$ cat config.mk
export PLATFORM = sky130hd
export DESIGN_NAME = pomc_mode_cfg
export DESIGN_NICKNAME = d
export VERILOG_FILES = /design/src/pomc_pkg.sv /design/src/pomc_ams_if.sv /design/src/pomc_mode_cfg.sv /design/src/pomc_ams_sel.sv
export VERILOG_INCLUDE_DIRS = /design/src
export SDC_FILE = /design/constraint.sdc
export NUM_CORES = 1
export LEC_CHECK = 0
export ABC_AREA = 1
export BUFFER_PORTS_ARGS = -buffer_cell sky130_fd_sc_hd__buf_2
export CAP_MARGIN = 30
export CORE_ASPECT_RATIO = 1.2
export CORE_MARGIN = 3
export CORE_UTILIZATION = 60
export DETAILED_ROUTE_END_ITERATION = 16
export PLACE_DENSITY = 0.82
export SLEW_MARGIN = 25
export SYNTH_ARGS = -nofsm -noshare
export SYNTH_HDL_FRONTEND = slang
export SYNTH_SLANG_ARGS = --single-unit
$ cat constraint.sdc
create_clock -name clk -period 4 [get_ports clk]
set_clock_uncertainty 0.1 [all_clocks]
set_input_delay 0.8 -clock clk [delete_from_list [all_inputs] [get_ports clk]]
set_output_delay 0.8 -clock clk [all_outputs]
set_load 0.05 [all_outputs]
$ cat src/pomc_cfg.svh
// register indices, field positions, reset values and encodings of the mode configuration block
`ifndef POMC_CFG_SVH
`define POMC_CFG_SVH

`define POMC_ADDR_W         10
`define POMC_RGN_HI         9
`define POMC_RGN_LO         8
`define POMC_IDX_HI         7
`define POMC_IDX_LO         2
`define POMC_RGN_GLOBAL     2'h2

`define POMC_IDX_CTRL       6'h00
`define POMC_IDX_ADV        6'h04
`define POMC_IDX_SERDES     6'h12
`define POMC_IDX_HOSTMODE   6'h13
`define POMC_IDX_BCAST      6'h16
`define POMC_IDX_MODE       6'h17
`define POMC_IDX_HOSTAN     6'h30
`define POMC_IDX_AMSSTAT    6'h31
`define POMC_IDX_EVT        6'h32

`define POMC_CTRL_RST_BIT   15
`define POMC_CTRL_ANEG_BIT  12
`define POMC_MODE_HOSTX_BIT 12
`define POMC_MODE_PREF_BIT  11
`define POMC_MODE_AMS_BIT   10
`define POMC_MODE_MED_HI    10
`define POMC_MODE_MED_LO    8
`define POMC_MASK_HI        11
`define POMC_MASK_LO        8
`define POMC_HM_HI          15
`define POMC_HM_LO          14
`define POMC_HOSTAN_BIT     7
`define POMC_AMSSTAT_LO     6
`define POMC_BCAST_BIT      0

`define POMC_MED_PT         3'h1
`define POMC_MED_X1000      3'h2
`define POMC_MED_FX100      3'h3

`define POMC_CTRL_RST       16'h1000
`define POMC_ADV_RST        16'h01E1
`define POMC_MODE_RST       16'h0000
`define POMC_SERDES_RST     16'h0000
`define POMC_HOSTMODE_RST   16'h0000
`define POMC_HOSTAN_RST     16'h0000

`define POMC_QSGMII_LANES   4'h1
`define POMC_SLOTS          4

`endif

$ cat src/pomc_pkg.sv
// types shared by the mode configuration block
package pomc_pkg;

  typedef enum logic [1:0] {
    MED_CU,
    MED_PT,
    MED_X1000,
    MED_FX100
  } pomc_media_t;

  typedef enum logic [1:0] {
    HM_SGMII,
    HM_QSGMII,
    HM_RSV2,
    HM_RSV3
  } pomc_host_mode_t;

  typedef enum logic [1:0] {
    AMS_NONE,
    AMS_CU,
    AMS_SERDES
  } pomc_ams_sel_t;

  typedef enum logic {
    BUS_IDLE,
    BUS_ACK
  } pomc_bus_st_t;

endpackage : pomc_pkg

$ cat src/pomc_ams_if.sv
// carrier between the register block and one automatic media sense selector
interface pomc_ams_if;
  import pomc_pkg::*;

  logic          en;
  logic          pref_serdes;
  logic          cu_ok;
  logic          serdes_ok;
  pomc_ams_sel_t sel;

  modport ctl (output en, output pref_serdes, output cu_ok, output serdes_ok, input sel);
  modport sel_side (input en, input pref_serdes, input cu_ok, input serdes_ok, output sel);
endinterface : pomc_ams_if

$ cat src/pomc_mode_cfg.sv
// per-port and global operating mode configuration with an avalon-mm register slave
`include "pomc_cfg.svh"

module pomc_mode_cfg
  import pomc_pkg::*;
#(
  parameter int NPORT = 2
) (
  input  wire logic                         clk,
  input  wire logic                         rstn,
  input  wire logic [`POMC_ADDR_W-1:0]      avs_address,
  input  wire logic                         avs_read,
  input  wire logic                         avs_write,
  input  wire logic [31:0]                  avs_writedata,
  input  wire logic [3:0]                   avs_byteenable,
  output logic      [31:0]                  avs_readdata,
  output logic                              avs_waitrequest,
  input  wire logic [NPORT-1:0]             copper_link_in,
  input  wire logic [NPORT-1:0]             serdes_sig_det_in,
  output logic      [NPORT-1:0][1:0]        serdes_media_o,
  output logic      [NPORT-1:0]             serdes_media_en_o,
  output logic      [NPORT-1:0]             media_aneg_en_o,
  output logic      [NPORT-1:0][1:0]        ams_active_o,
  output logic      [NPORT-1:0]             port_sw_reset_o,
  output logic      [NPORT-1:0]             host_proto_1000x_o,
  output logic      [NPORT-1:0]             rate_10_100_allow_o,
  output logic      [NPORT-1:0]             host_aneg_cl37_o,
  output logic      [NPORT-1:0]             host_aneg_sgmii_o,
  output logic      [1:0]                   host_mode_o,
  output logic      [`POMC_SLOTS-1:0]       host_lane_en_o,
  output logic      [`POMC_SLOTS-1:0]       qsgmii_slot_data_o
);

  // the global register region sits right above the port regions
  initial begin
    if (NPORT < 1 || NPORT > 2) begin
      $error("pomc_mode_cfg: NPORT must be 1 or 2");
    end
  end

  // ---------------- bus slave ----------------
  pomc_bus_st_t bus_st_r;
  pomc_bus_st_t bus_st_nxt;
  logic [31:0]  rdata_r;
  logic [31:0]  rdata_nxt;

  wire       bus_req    = avs_read | avs_write;
  wire       bus_accept = bus_req & (bus_st_r == BUS_ACK);
  wire       wr_acc     = bus_accept & avs_write;
  wire       rd_acc     = bus_accept & avs_read;
  wire [1:0] rgn        = avs_address[`POMC_RGN_HI:`POMC_RGN_LO];
  wire [5:0] idx        = avs_address[`POMC_IDX_HI:`POMC_IDX_LO];
  wire       rgn_glb    = (rgn == `POMC_RGN_GLOBAL);
  wire       rgn_port   = (32'(rgn) < NPORT);
  wire [1:0] be16       = avs_byteenable[1:0];

  // one wait state: read data are registered while waitrequest is high
  assign avs_waitrequest = bus_req & (bus_st_r == BUS_IDLE);
  assign bus_st_nxt      = (bus_st_r == BUS_IDLE && bus_req) ? BUS_ACK : BUS_IDLE;

  function automatic logic [15:0] merge16(input logic [15:0] old_v,
                                          input logic [31:0] wd,
                                          input logic [1:0]  be);
    merge16 = {be[1] ? wd[15:8] : old_v[15:8], be[0] ? wd[7:0] : old_v[7:0]};
  endfunction : merge16

  // ---------------- global registers ----------------
  logic [15:0] serdes_cfg_r;
  logic [15:0] host_mode_r;

  wire wr_glb_serdes = wr_acc & rgn_glb & (idx == `POMC_IDX_SERDES);
  wire wr_glb_hmode  = wr_acc & rgn_glb & (idx == `POMC_IDX_HOSTMODE);

  always_ff @(posedge clk or negedge rstn) begin
    if (!rstn) begin
      serdes_cfg_r <= `POMC_SERDES_RST;
      host_mode_r  <= `POMC_HOSTMODE_RST;
    end else begin
      if (wr_glb_serdes) serdes_cfg_r <= merge16(serdes_cfg_r, avs_writedata, be16);
      if (wr_glb_hmode)  host_mode_r  <= merge16(host_mode_r, avs_writedata, be16);
    end
  end

  wire pomc_host_mode_t hmode      = pomc_host_mode_t'(host_mode_r[`POMC_HM_HI:`POMC_HM_LO]);
  wire                  hm_qsgmii  = (hmode == HM_QSGMII);
  wire [3:0]            port_mask  = serdes_cfg_r[`POMC_MASK_HI:`POMC_MASK_LO];

  // ---------------- per-port registers ----------------
  logic [NPORT-1:0][15:0] ctrl_r;
  logic [NPORT-1:0][15:0] adv_r;
  logic [NPORT-1:0]       bcast_r;
  logic [NPORT-1:0][15:0] mode_wr_r;
  logic [NPORT-1:0][15:0] mode_act_r;
  logic [NPORT-1:0]       hostan_r;
  logic [NPORT-1:0][1:0]  evt_r;
  logic [NPORT-1:0]       swrst_r;
  logic [NPORT-1:0][1:0]  cu_sync_r;
  logic [NPORT-1:0][1:0]  sd_sync_r;
  logic [NPORT-1:0][15:0] port_rd;
  pomc_ams_sel_t          ams_sel [NPORT];

  // a write through a port whose broadcast bit is set reaches every port, except a write to the broadcast register itself
  wire bcast_src = rgn_port & bcast_r[rgn[0]];

  genvar p;
  generate
    for (p = 0; p < NPORT; p++) begin : g_port
      pomc_ams_if ams_bus ();

      wire hit    = (rgn == 2'(p)) | (bcast_src & (idx != `POMC_IDX_BCAST));
      wire wr_p   = wr_acc & rgn_port & hit;
      wire rd_own = rd_acc & (rgn == 2'(p));
      wire wr_ctl = wr_p & (idx == `POMC_IDX_CTRL);
      wire rst_rq = wr_ctl & be16[1] & avs_writedata[`POMC_CTRL_RST_BIT];
      wire wr_mod = wr_p & (idx == `POMC_IDX_MODE);
      wire rd_evt = rd_own & (idx == `POMC_IDX_EVT);
      wire [1:0] evt_set = {swrst_r[p], wr_mod};
      wire [1:0] evt_nxt = (evt_r[p] & ~{2{rd_evt}}) | evt_set;

      always_ff @(posedge clk or negedge rstn) begin
        if (!rstn) begin
          ctrl_r[p]     <= `POMC_CTRL_RST;
          adv_r[p]      <= `POMC_ADV_RST;
          bcast_r[p]    <= 1'b0;
          mode_wr_r[p]  <= `POMC_MODE_RST;
          hostan_r[p]   <= 1'b0;
          evt_r[p]      <= 2'h0;
          swrst_r[p]    <= 1'b0;
        end else begin
          // the reset request bit is never stored, so it reads back as zero
          if (wr_ctl) begin
            ctrl_r[p] <= merge16(ctrl_r[p], avs_writedata, be16) & ~16'h8000;
          end
          if (wr_p && idx == `POMC_IDX_ADV) adv_r[p] <= merge16(adv_r[p], avs_writedata, be16);
          if (wr_p && idx == `POMC_IDX_BCAST && be16[0]) begin
            bcast_r[p] <= avs_writedata[`POMC_BCAST_BIT];
          end
          if (wr_mod) mode_wr_r[p] <= merge16(mode_wr_r[p], avs_writedata, be16);
          if (wr_p && idx == `POMC_IDX_HOSTAN && be16[0]) begin
            hostan_r[p] <= avs_writedata[`POMC_HOSTAN_BIT];
          end
          swrst_r[p] <= rst_rq;
          evt_r[p]   <= evt_nxt;
        end
      end

      // a mode write waits in mode_wr_r until software reset copies it over
      always_ff @(posedge clk or negedge rstn) begin
        if (!rstn) begin
          mode_act_r[p] <= `POMC_MODE_RST;
        end else if (swrst_r[p]) begin
          mode_act_r[p] <= mode_wr_r[p];
        end
      end

      // pins from the media side are asynchronous
      always_ff @(posedge clk or negedge rstn) begin
        if (!rstn) begin
          cu_sync_r[p] <= 2'h0;
          sd_sync_r[p] <= 2'h0;
        end else begin
          cu_sync_r[p] <= {cu_sync_r[p][0], copper_link_in[p]};
          sd_sync_r[p] <= {sd_sync_r[p][0], serdes_sig_det_in[p]};
        end
      end

      assign ams_bus.en          = mode_act_r[p][`POMC_MODE_AMS_BIT];
      assign ams_bus.pref_serdes = mode_act_r[p][`POMC_MODE_PREF_BIT];
      assign ams_bus.cu_ok       = cu_sync_r[p][1];
      assign ams_bus.serdes_ok   = sd_sync_r[p][1];
      assign ams_sel[p]          = ams_bus.sel;

      pomc_ams_sel u_ams (
        .clk  (clk),
        .rstn (rstn),
        .ams  (ams_bus.sel_side)
      );

      // mode reads show the active mode, not the pending one
      assign port_rd[p] =
        (idx == `POMC_IDX_CTRL)    ? ctrl_r[p] :
        (idx == `POMC_IDX_ADV)     ? adv_r[p] :
        (idx == `POMC_IDX_BCAST)   ? {15'h0000, bcast_r[p]} :
        (idx == `POMC_IDX_MODE)    ? mode_act_r[p] :
        (idx == `POMC_IDX_HOSTAN)  ? {8'h00, hostan_r[p], 7'h00} :
        (idx == `POMC_IDX_AMSSTAT) ? {8'h00, ams_sel[p], 6'h00} :
        (idx == `POMC_IDX_EVT)     ? {14'h0000, evt_r[p]} : 16'h0000;
    end
  endgenerate

  // ---------------- read mux ----------------
  wire [15:0] glb_rd =
    (idx == `POMC_IDX_SERDES)   ? serdes_cfg_r :
    (idx == `POMC_IDX_HOSTMODE) ? host_mode_r : 16'h0000;

  // unmapped addresses read as zero and ignore writes
  assign rdata_nxt = rgn_glb  ? {16'h0000, glb_rd} :
                     rgn_port ? {16'h0000, port_rd[rgn[0]]} : 32'h0000_0000;

  always_ff @(posedge clk or negedge rstn) begin
    if (!rstn) begin
      bus_st_r <= BUS_IDLE;
      rdata_r  <= 32'h0000_0000;
    end else begin
      bus_st_r <= bus_st_nxt;
      if (avs_read && bus_st_r == BUS_IDLE) rdata_r <= rdata_nxt;
    end
  end

  assign avs_readdata = rdata_r;

  // ---------------- mode outputs ----------------
  logic [NPORT-1:0][1:0]  serdes_media_nxt;
  logic [NPORT-1:0]       serdes_en_nxt;
  logic [NPORT-1:0]       media_aneg_nxt;
  logic [NPORT-1:0]       host_x_nxt;
  logic [NPORT-1:0]       rate_nxt;
  logic [NPORT-1:0]       an37_nxt;
  logic [NPORT-1:0]       ansg_nxt;
  logic [`POMC_SLOTS-1:0] lane_nxt;
  logic [`POMC_SLOTS-1:0] slot_nxt;

  always_comb begin
    lane_nxt = '0;
    slot_nxt = '0;
    for (int i = 0; i < NPORT; i++) begin
      logic [2:0] med;
      med = mode_act_r[i][`POMC_MODE_MED_HI:`POMC_MODE_MED_LO];
      serdes_media_nxt[i] = med[1:0];
      // the low two bits pick the serdes media kind
      serdes_en_nxt[i]    = (med[1:0] != 2'h0) & port_mask[i];
      // 100BASE-FX carries no autonegotiation
      media_aneg_nxt[i]   = ctrl_r[i][`POMC_CTRL_ANEG_BIT]
                            & (med[1:0] != 2'(`POMC_MED_FX100));
      // mode bit 12 picks 1000BASE-X toward the host
      host_x_nxt[i]       = mode_act_r[i][`POMC_MODE_HOSTX_BIT];
      rate_nxt[i]         = ~host_x_nxt[i];
      an37_nxt[i]         = hostan_r[i] & host_x_nxt[i];
      ansg_nxt[i]         = hostan_r[i] & ~host_x_nxt[i];
      if (!hm_qsgmii) lane_nxt[i] = 1'b1;
      if (hm_qsgmii)  slot_nxt[i] = 1'b1;
    end
    if (hm_qsgmii) lane_nxt = `POMC_QSGMII_LANES;
  end

  always_ff @(posedge clk or negedge rstn) begin
    if (!rstn) begin
      serdes_media_o      <= '0;
      serdes_media_en_o   <= '0;
      media_aneg_en_o     <= '0;
      host_proto_1000x_o  <= '0;
      rate_10_100_allow_o <= '0;
      host_aneg_cl37_o    <= '0;
      host_aneg_sgmii_o   <= '0;
      host_mode_o         <= 2'h0;
      host_lane_en_o      <= '0;
      qsgmii_slot_data_o  <= '0;
    end else begin
      serdes_media_o      <= serdes_media_nxt;
      serdes_media_en_o   <= serdes_en_nxt;
      media_aneg_en_o     <= media_aneg_nxt;
      host_proto_1000x_o  <= host_x_nxt;
      rate_10_100_allow_o <= rate_nxt;
      host_aneg_cl37_o    <= an37_nxt;
      host_aneg_sgmii_o   <= ansg_nxt;
      host_mode_o         <= hmode;
      host_lane_en_o      <= lane_nxt;
      qsgmii_slot_data_o  <= slot_nxt;
    end
  end

  generate
    for (p = 0; p < NPORT; p++) begin : g_out
      assign ams_active_o[p]    = ams_sel[p];
      assign port_sw_reset_o[p] = swrst_r[p];
    end
  endgenerate

endmodule : pomc_mode_cfg

$ cat src/pomc_ams_sel.sv
// automatic media sense selector for one port
module pomc_ams_sel
  import pomc_pkg::*;
(
  input wire logic   clk,
  input wire logic   rstn,
  pomc_ams_if.sel_side ams
);

  pomc_ams_sel_t sel_r;
  pomc_ams_sel_t sel_nxt;

  // with both media up the preference decides; with one up, that one wins
  always_comb begin
    sel_nxt = AMS_CU;
    if (!ams.en) begin
      sel_nxt = AMS_NONE;
    end else if (ams.cu_ok && ams.serdes_ok) begin
      sel_nxt = ams.pref_serdes ? AMS_SERDES : AMS_CU;
    end else if (ams.serdes_ok) begin
      sel_nxt = AMS_SERDES;
    end else if (ams.cu_ok) begin
      sel_nxt = AMS_CU;
    end else begin
      sel_nxt = ams.pref_serdes ? AMS_SERDES : AMS_CU;
    end
  end

  always_ff @(posedge clk or negedge rstn) begin
    if (!rstn) begin
      sel_r <= AMS_NONE;
    end else begin
      sel_r <= sel_nxt;
    end
  end

  assign ams.sel = sel_r;

endmodule : pomc_ams_sel

[After elaboration in Yosys (flattened, before gate mapping)]
Cells that the tools add are included.
Word-level totals
  register bits after elaboration: 236
  bits of input ports: 54
  output and inout port bits: 65
Cells by class
  order comparisons: 2
  equal/unequal tests: 14
  multiplexer cells: 35
  bitwise logic cells: 44
  reduce and logical (&&, ||, !) cells: 34
Operators by type and width (count)
  $mux 16: 14
  $and 1x1->1: 32
  $mux 8: 4
  $reduce_and 2->1: 16
  $mux 2: 13
  $eq 6x5->1 const B: 4
  $eq 6x6->1 const B: 3
  $logic_and 1x1->1: 14
  $eq 6x3->1 const B: 1
  $logic_not 6->1: 1
  $ne 6x5->1 const B: 1
  $and 2x2->2: 2
  $eq 2x1->1 const B: 2
  $mux 1: 4
  $ne 2x2->1 const B: 2
  $not 2->2: 2
  $or 2x2->2: 2
  $reduce_bool 2->1: 2
  $not 1->1: 3
  $or 1x1->1: 3
  $eq 2x2->1 const B: 1
  $logic_not 2->1: 1
  $lt 1x2->1 const B: 1
  $lt 2x2->1 const B: 1

[Depth between registers and ports, before layout]
  word-level depth: 12
  mapped depth: 12
  mapped depth without buffers: 12

[By module]
Synthesis repeated with hierarchy kept, for this count alone.
Second synthesis, totals
  cells, all modules: 1075
  area, all modules: 9595.5 µm²
Modules (own cells, without submodules)
  pomc_mode_cfg: times used 1, cells an instance 1053, area an instance 9415.3 µm², sequential area each 5370.2 µm²
  pomc_ams_sel: times used 2, cells an instance 11, area an instance 90.1 µm², sequential area each 50.0 µm²

[Least setup slack after synthesis]
No wires, ideal clock.
  kind: input -> output
  from: input port avs_read
  to: output port avs_waitrequest
  arrival time: 1.497 ns
  required time: 3.100 ns
  setup slack: 1.603 ns
  stages on the path: 2
  buffers on the path: 0
  cell sequence: nor2_1 > nor2_1
On the way
  cells in the longest elaborated chain, start to end: 2
Ends and longest elaborated chain
  start, declared: RTL line pomc_mode_cfg.sv:12  | input wire logic avs_read,
  $or 1x1->1: RTL line pomc_mode_cfg.sv:47  | wire bus_req = avs_read | avs_write;
  $and 1x1->1: RTL line pomc_mode_cfg.sv:58  | assign avs_waitrequest = bus_req & (bus_st_r == BUS_IDLE);
  end, declared: RTL line pomc_mode_cfg.sv:17  | output logic avs_waitrequest,
Every way passes these cells.

[Final worst setup path]
  from: input port avs_address[9]
  to: register ctrl_r[3] in the netlist's numbering
On the way
  cells in the longest elaborated chain, start to end: 7
  elaborated cells between the ends (all ways): 9
  classes of those cells: 1 x order compare; 6 x bitwise; 2 x reduce/logical
Ends and longest elaborated chain
  start, declared: RTL line pomc_mode_cfg.sv:11  | input wire logic [`POMC_ADDR_W-1:0] avs_address,
  $lt 2x2->1: RTL line pomc_mode_cfg.sv:54  | wire rgn_port = (32'(rgn) < NPORT);
  $and 1x1->1: RTL line pomc_mode_cfg.sv:103  | wire bcast_src = rgn_port & bcast_r[rgn[0]];
  $and 1x1->1: RTL line pomc_mode_cfg.sv:110  | wire hit = (rgn == 2'(p)) | (bcast_src & (idx != `POMC_IDX_BCAST));
  $or 1x1->1: RTL line pomc_mode_cfg.sv:110
  $and 1x1->1 (*): RTL line pomc_mode_cfg.sv:111  | wire wr_p = wr_acc & rgn_port & hit;
  $and 1x1->1 (*): RTL line pomc_mode_cfg.sv:113  | wire wr_ctl = wr_p & (idx == `POMC_IDX_CTRL);
  $reduce_and 2->1 (no line) (*)
  end signal, assigned by index: RTL line pomc_mode_cfg.sv:122  | ctrl_r[p] <= `POMC_CTRL_RST;
  end signal, assigned by index: RTL line pomc_mode_cfg.sv:132  | ctrl_r[p] <= merge16(ctrl_r[p], avs_writedata, be16) & ~16'h8000;
  end, declared: RTL line pomc_mode_cfg.sv:89  | logic [NPORT-1:0][15:0] ctrl_r;
Every way passes the cells marked *; elsewhere a longest branch is shown, timed or not.
A chain may end at the register's enable or synchronous reset.

==> impl_results.md <==
- Data arrival at the endpoint of the critical path: 2960 ps
- Largest vdd supply drop: 0.287 mV
- Detailed-routing iteration count for the pre-antenna-repair pass: 5
- Top-Level Pins: 119
- Number of nets at the end of the flow: 1,180
- Residual antenna-violating net count after detailed routing: 0
- Post-route clock period utilization: 0.667
- Final min period: 2670 ps
- Total grt overflow: 0
- Sequential fraction of design power: 0.470
- Flops & latches, synth: 218
- Estimated wirelength of the detail-placed design: 15.5 mm
- Fill cell count: 1,192
- Internal power: 3.64 mW
- Routed wire length: 23.6 mm
- Most repeated cell in the gate-level netlist after synthesis: nand2_1
- Library cell used as clock root buffer: clkbuf_16
- Htree depth: 1
- Result of the run: finished clean
- Part of the total power dissipated in the clock network: 0.438
- Category of the worst setup path capture point: flop
- Final total negative setup slack: 0 ps
- Maxcap violations: 0
- Number of clock sinks: 218
- Largest cells by area after synthesis: dfrtp_1, nand2_1, o21ai_0
- Sw Pwr: 1.25 mW
- Post-CTS Setup Bufs: 0
- Worst-case headroom to the max-slew limit: 0.419
- TritonCTS clock tree: yes
- Area after detailed placement: 10,100 sq um
- Fraction of power consumed by combinational cells: 0.091
- Number of distinct library cells after synthesis: 35
- Power per Cell Area: 451 nW/um^2
- Number of hold-repair buffers added at the cts stage: 0
- Global-route wire length before repair: 37.7 mm
- Average vias per placed instance: 5.64
- Share of cells above drive strength 1: 0.168
- Site Rows: 50
- Gp weighted congestion: 0.873
- Top-area cell type share of the netlist area: 0.535
- Most frequently used flop master after synthesis: dfrtp_1
- EDFF count, synth: 0
- Count of buffers from port buffering: 78
- Ys Warns: 0
- Core outline area: 15,700 sq um
- Utilization of the core after routing: 0.689
- Final setup violating endpoints: 0
- Path category of the worst min-delay check: reg2reg
- Critical path type: in2reg
- Vias post-DR: 7,615
- Pin count of the biggest net entering global routing: 108
- Total standard cell area after synthesis: 9640 sq um
- Commonest cells in the synthesized netlist: nand2_1, dfrtp_1, o21ai_0, inv_1, nand3_1
- Residual DRC: 0
- Maximum clock frequency: 0.375 GHz
- Category of the worst setup path launch point: input pin
- Post-synth top area cell: dfrtp_1
- # diodes: 0
- Switching share of power: 0.255
- WP data required: 4290 ps
- Clock Latency Late Sink: 520 ps
- Synthesized area divided by synthesized cell count: 9.10 sq um
- DIE AREA: 17,600 sq um
- Inserted Clock Buffers: 23
- Vias in the first global route: 7,444
- Routed length per instance: 17.5 um
- Bufs on Longest Clock Path: 3
- X dimension of the die: 122 um
- Cells resized by post-CTS repair: 0
- FF-to-FF path depth: 5
- Post-synth ARST share: 1.00
- Critical path peak fanout: 18
- Number of hold violations in the final report: 0
- Worst-path clk slew: 60 ps
- Total track usage: 0.273
- Transition time at the pin with the least slew margin: 872 ps
- Sequential-to-total area share from yosys stat: 0.567
- Final hold slack: 246 ps
- Final Max Tran Viols: 0
- Gate count of the mapped netlist: 1,060
- Number of antenna violations at the first check in global routing: 0
- Starting density of the core: 0.614
- Iteration-0 DRC count of the detailed router: 614
- Unrepaired setup endpoints after global routing: no
- Overall power after layout: 4.88 mW
- Worst hold path depth: 0
- Total non-filler cell area in the finished layout: 10,800 sq um
- Die Span Y: 145 um
- Layout overhead on the synthesized area: 12.2%
- Total leakage power: 5.18 nW
## cells by family after synthesis
group,after synthesis,synth area share
AO/OA/AOI/OAI,250,0.146
buffers and inverters,157,0.0797
flip-flops,218,0.567
multiplexers,8,0.00934
other,2,0.000779
AND/OR/NAND/NOR,425,0.197
## placed cells by master (no fill, tap or decap), types with 12 or more instances in the layout
cell | synthesis | routed
o21ai_0 | 85 | 85
dfstp_2 | 12 | 12
inv_1 | 84 | 84
dfrtp_1 | 206 | 206
nor2_1 | 46 | 46
conb_1 | 2 | 21
o21ai_2 | 20 | 20
clkbuf_16 | 0 | 23
o21ai_1 | 74 | 74
o22ai_1 | 13 | 13
nand2_1 | 278 | 278
buf_2 | 6 | 77
a21oi_1 | 41 | 41
nand3_1 | 77 | 77
nand3_4 | 12 | 12
buf_4 | 23 | 13
## flip-flops by register name (all words and copies together) (netlist names), 16 cells and up
name,cells
adv_r,32
avs_readdata,16
ctrl_r,30
host_mode_r,16
mode_act_r,26
mode_wr_r,32
serdes_cfg_r,16
## per-stage QoR
stage          instances  setup slack [ps]
3_3_place_gp        1309               913
5_1_grt             1350              1270
4_1_cts             1350              1410
6_report            1350              1330
2_1_floorplan       1079              1600
3_5_place_dp        1309               915
## metal layers
metal,part of all wire,GRT usage
met5,0,0
met4,0.055,0.141
met2,0.50,0.479
met1,0.38,0.332
met3,0.062,0.0358
## power by group through the flow
stage | Clock [mW] | Sequential [mW] | Combinational, mW
after CTS | 2.17 | 2.30 | 0.449
after detailed placement | 0 | 2.33 | 0.447
after global routing | 2.27 | 2.30 | 0.483
after floorplan | 0 | 2.44 | 0.202
after global placement | 0 | 2.33 | 0.442
final | 2.14 | 2.30 | 0.446
## final timing paths
kind,startpoint,end,slack [ps]
setup / recovery,avs_address[9],ctrl_r[3],1330
setup reg to reg,bus_st_r,ctrl_r[3],1870
max in group asynchronous,rstn,ctrl_r[28],2580
min in group asynchronous,rstn,avs_readdata[0],280
hold reg to reg,sd_sync_r[2],g_port[1].ams_bus.serdes_ok,250
hold / removal,sd_sync_r[2],g_port[1].ams_bus.serdes_ok,250
## area by class of cell
class	instances	area, sq um	share of cell area
tap	208	260	0.0241
inverter	87	329	0.0304
multi-input combinational	704	3480	0.321
clock inverter	7	109	0.0101
timing repair buffer	92	517	0.0478
sequential	218	5470	0.506
clock buffer	34	657	0.0607
## worst max-delay path, stage by stage
cell and delay, ps:
buf_2 100, inv_2 270, nand2_4 250, o22ai_2 220
nand2_2 130, a21oi_4 530, nand3_4 350, nand2_1 210
o21ai_2 80
(Power assumes the default switching activity.)
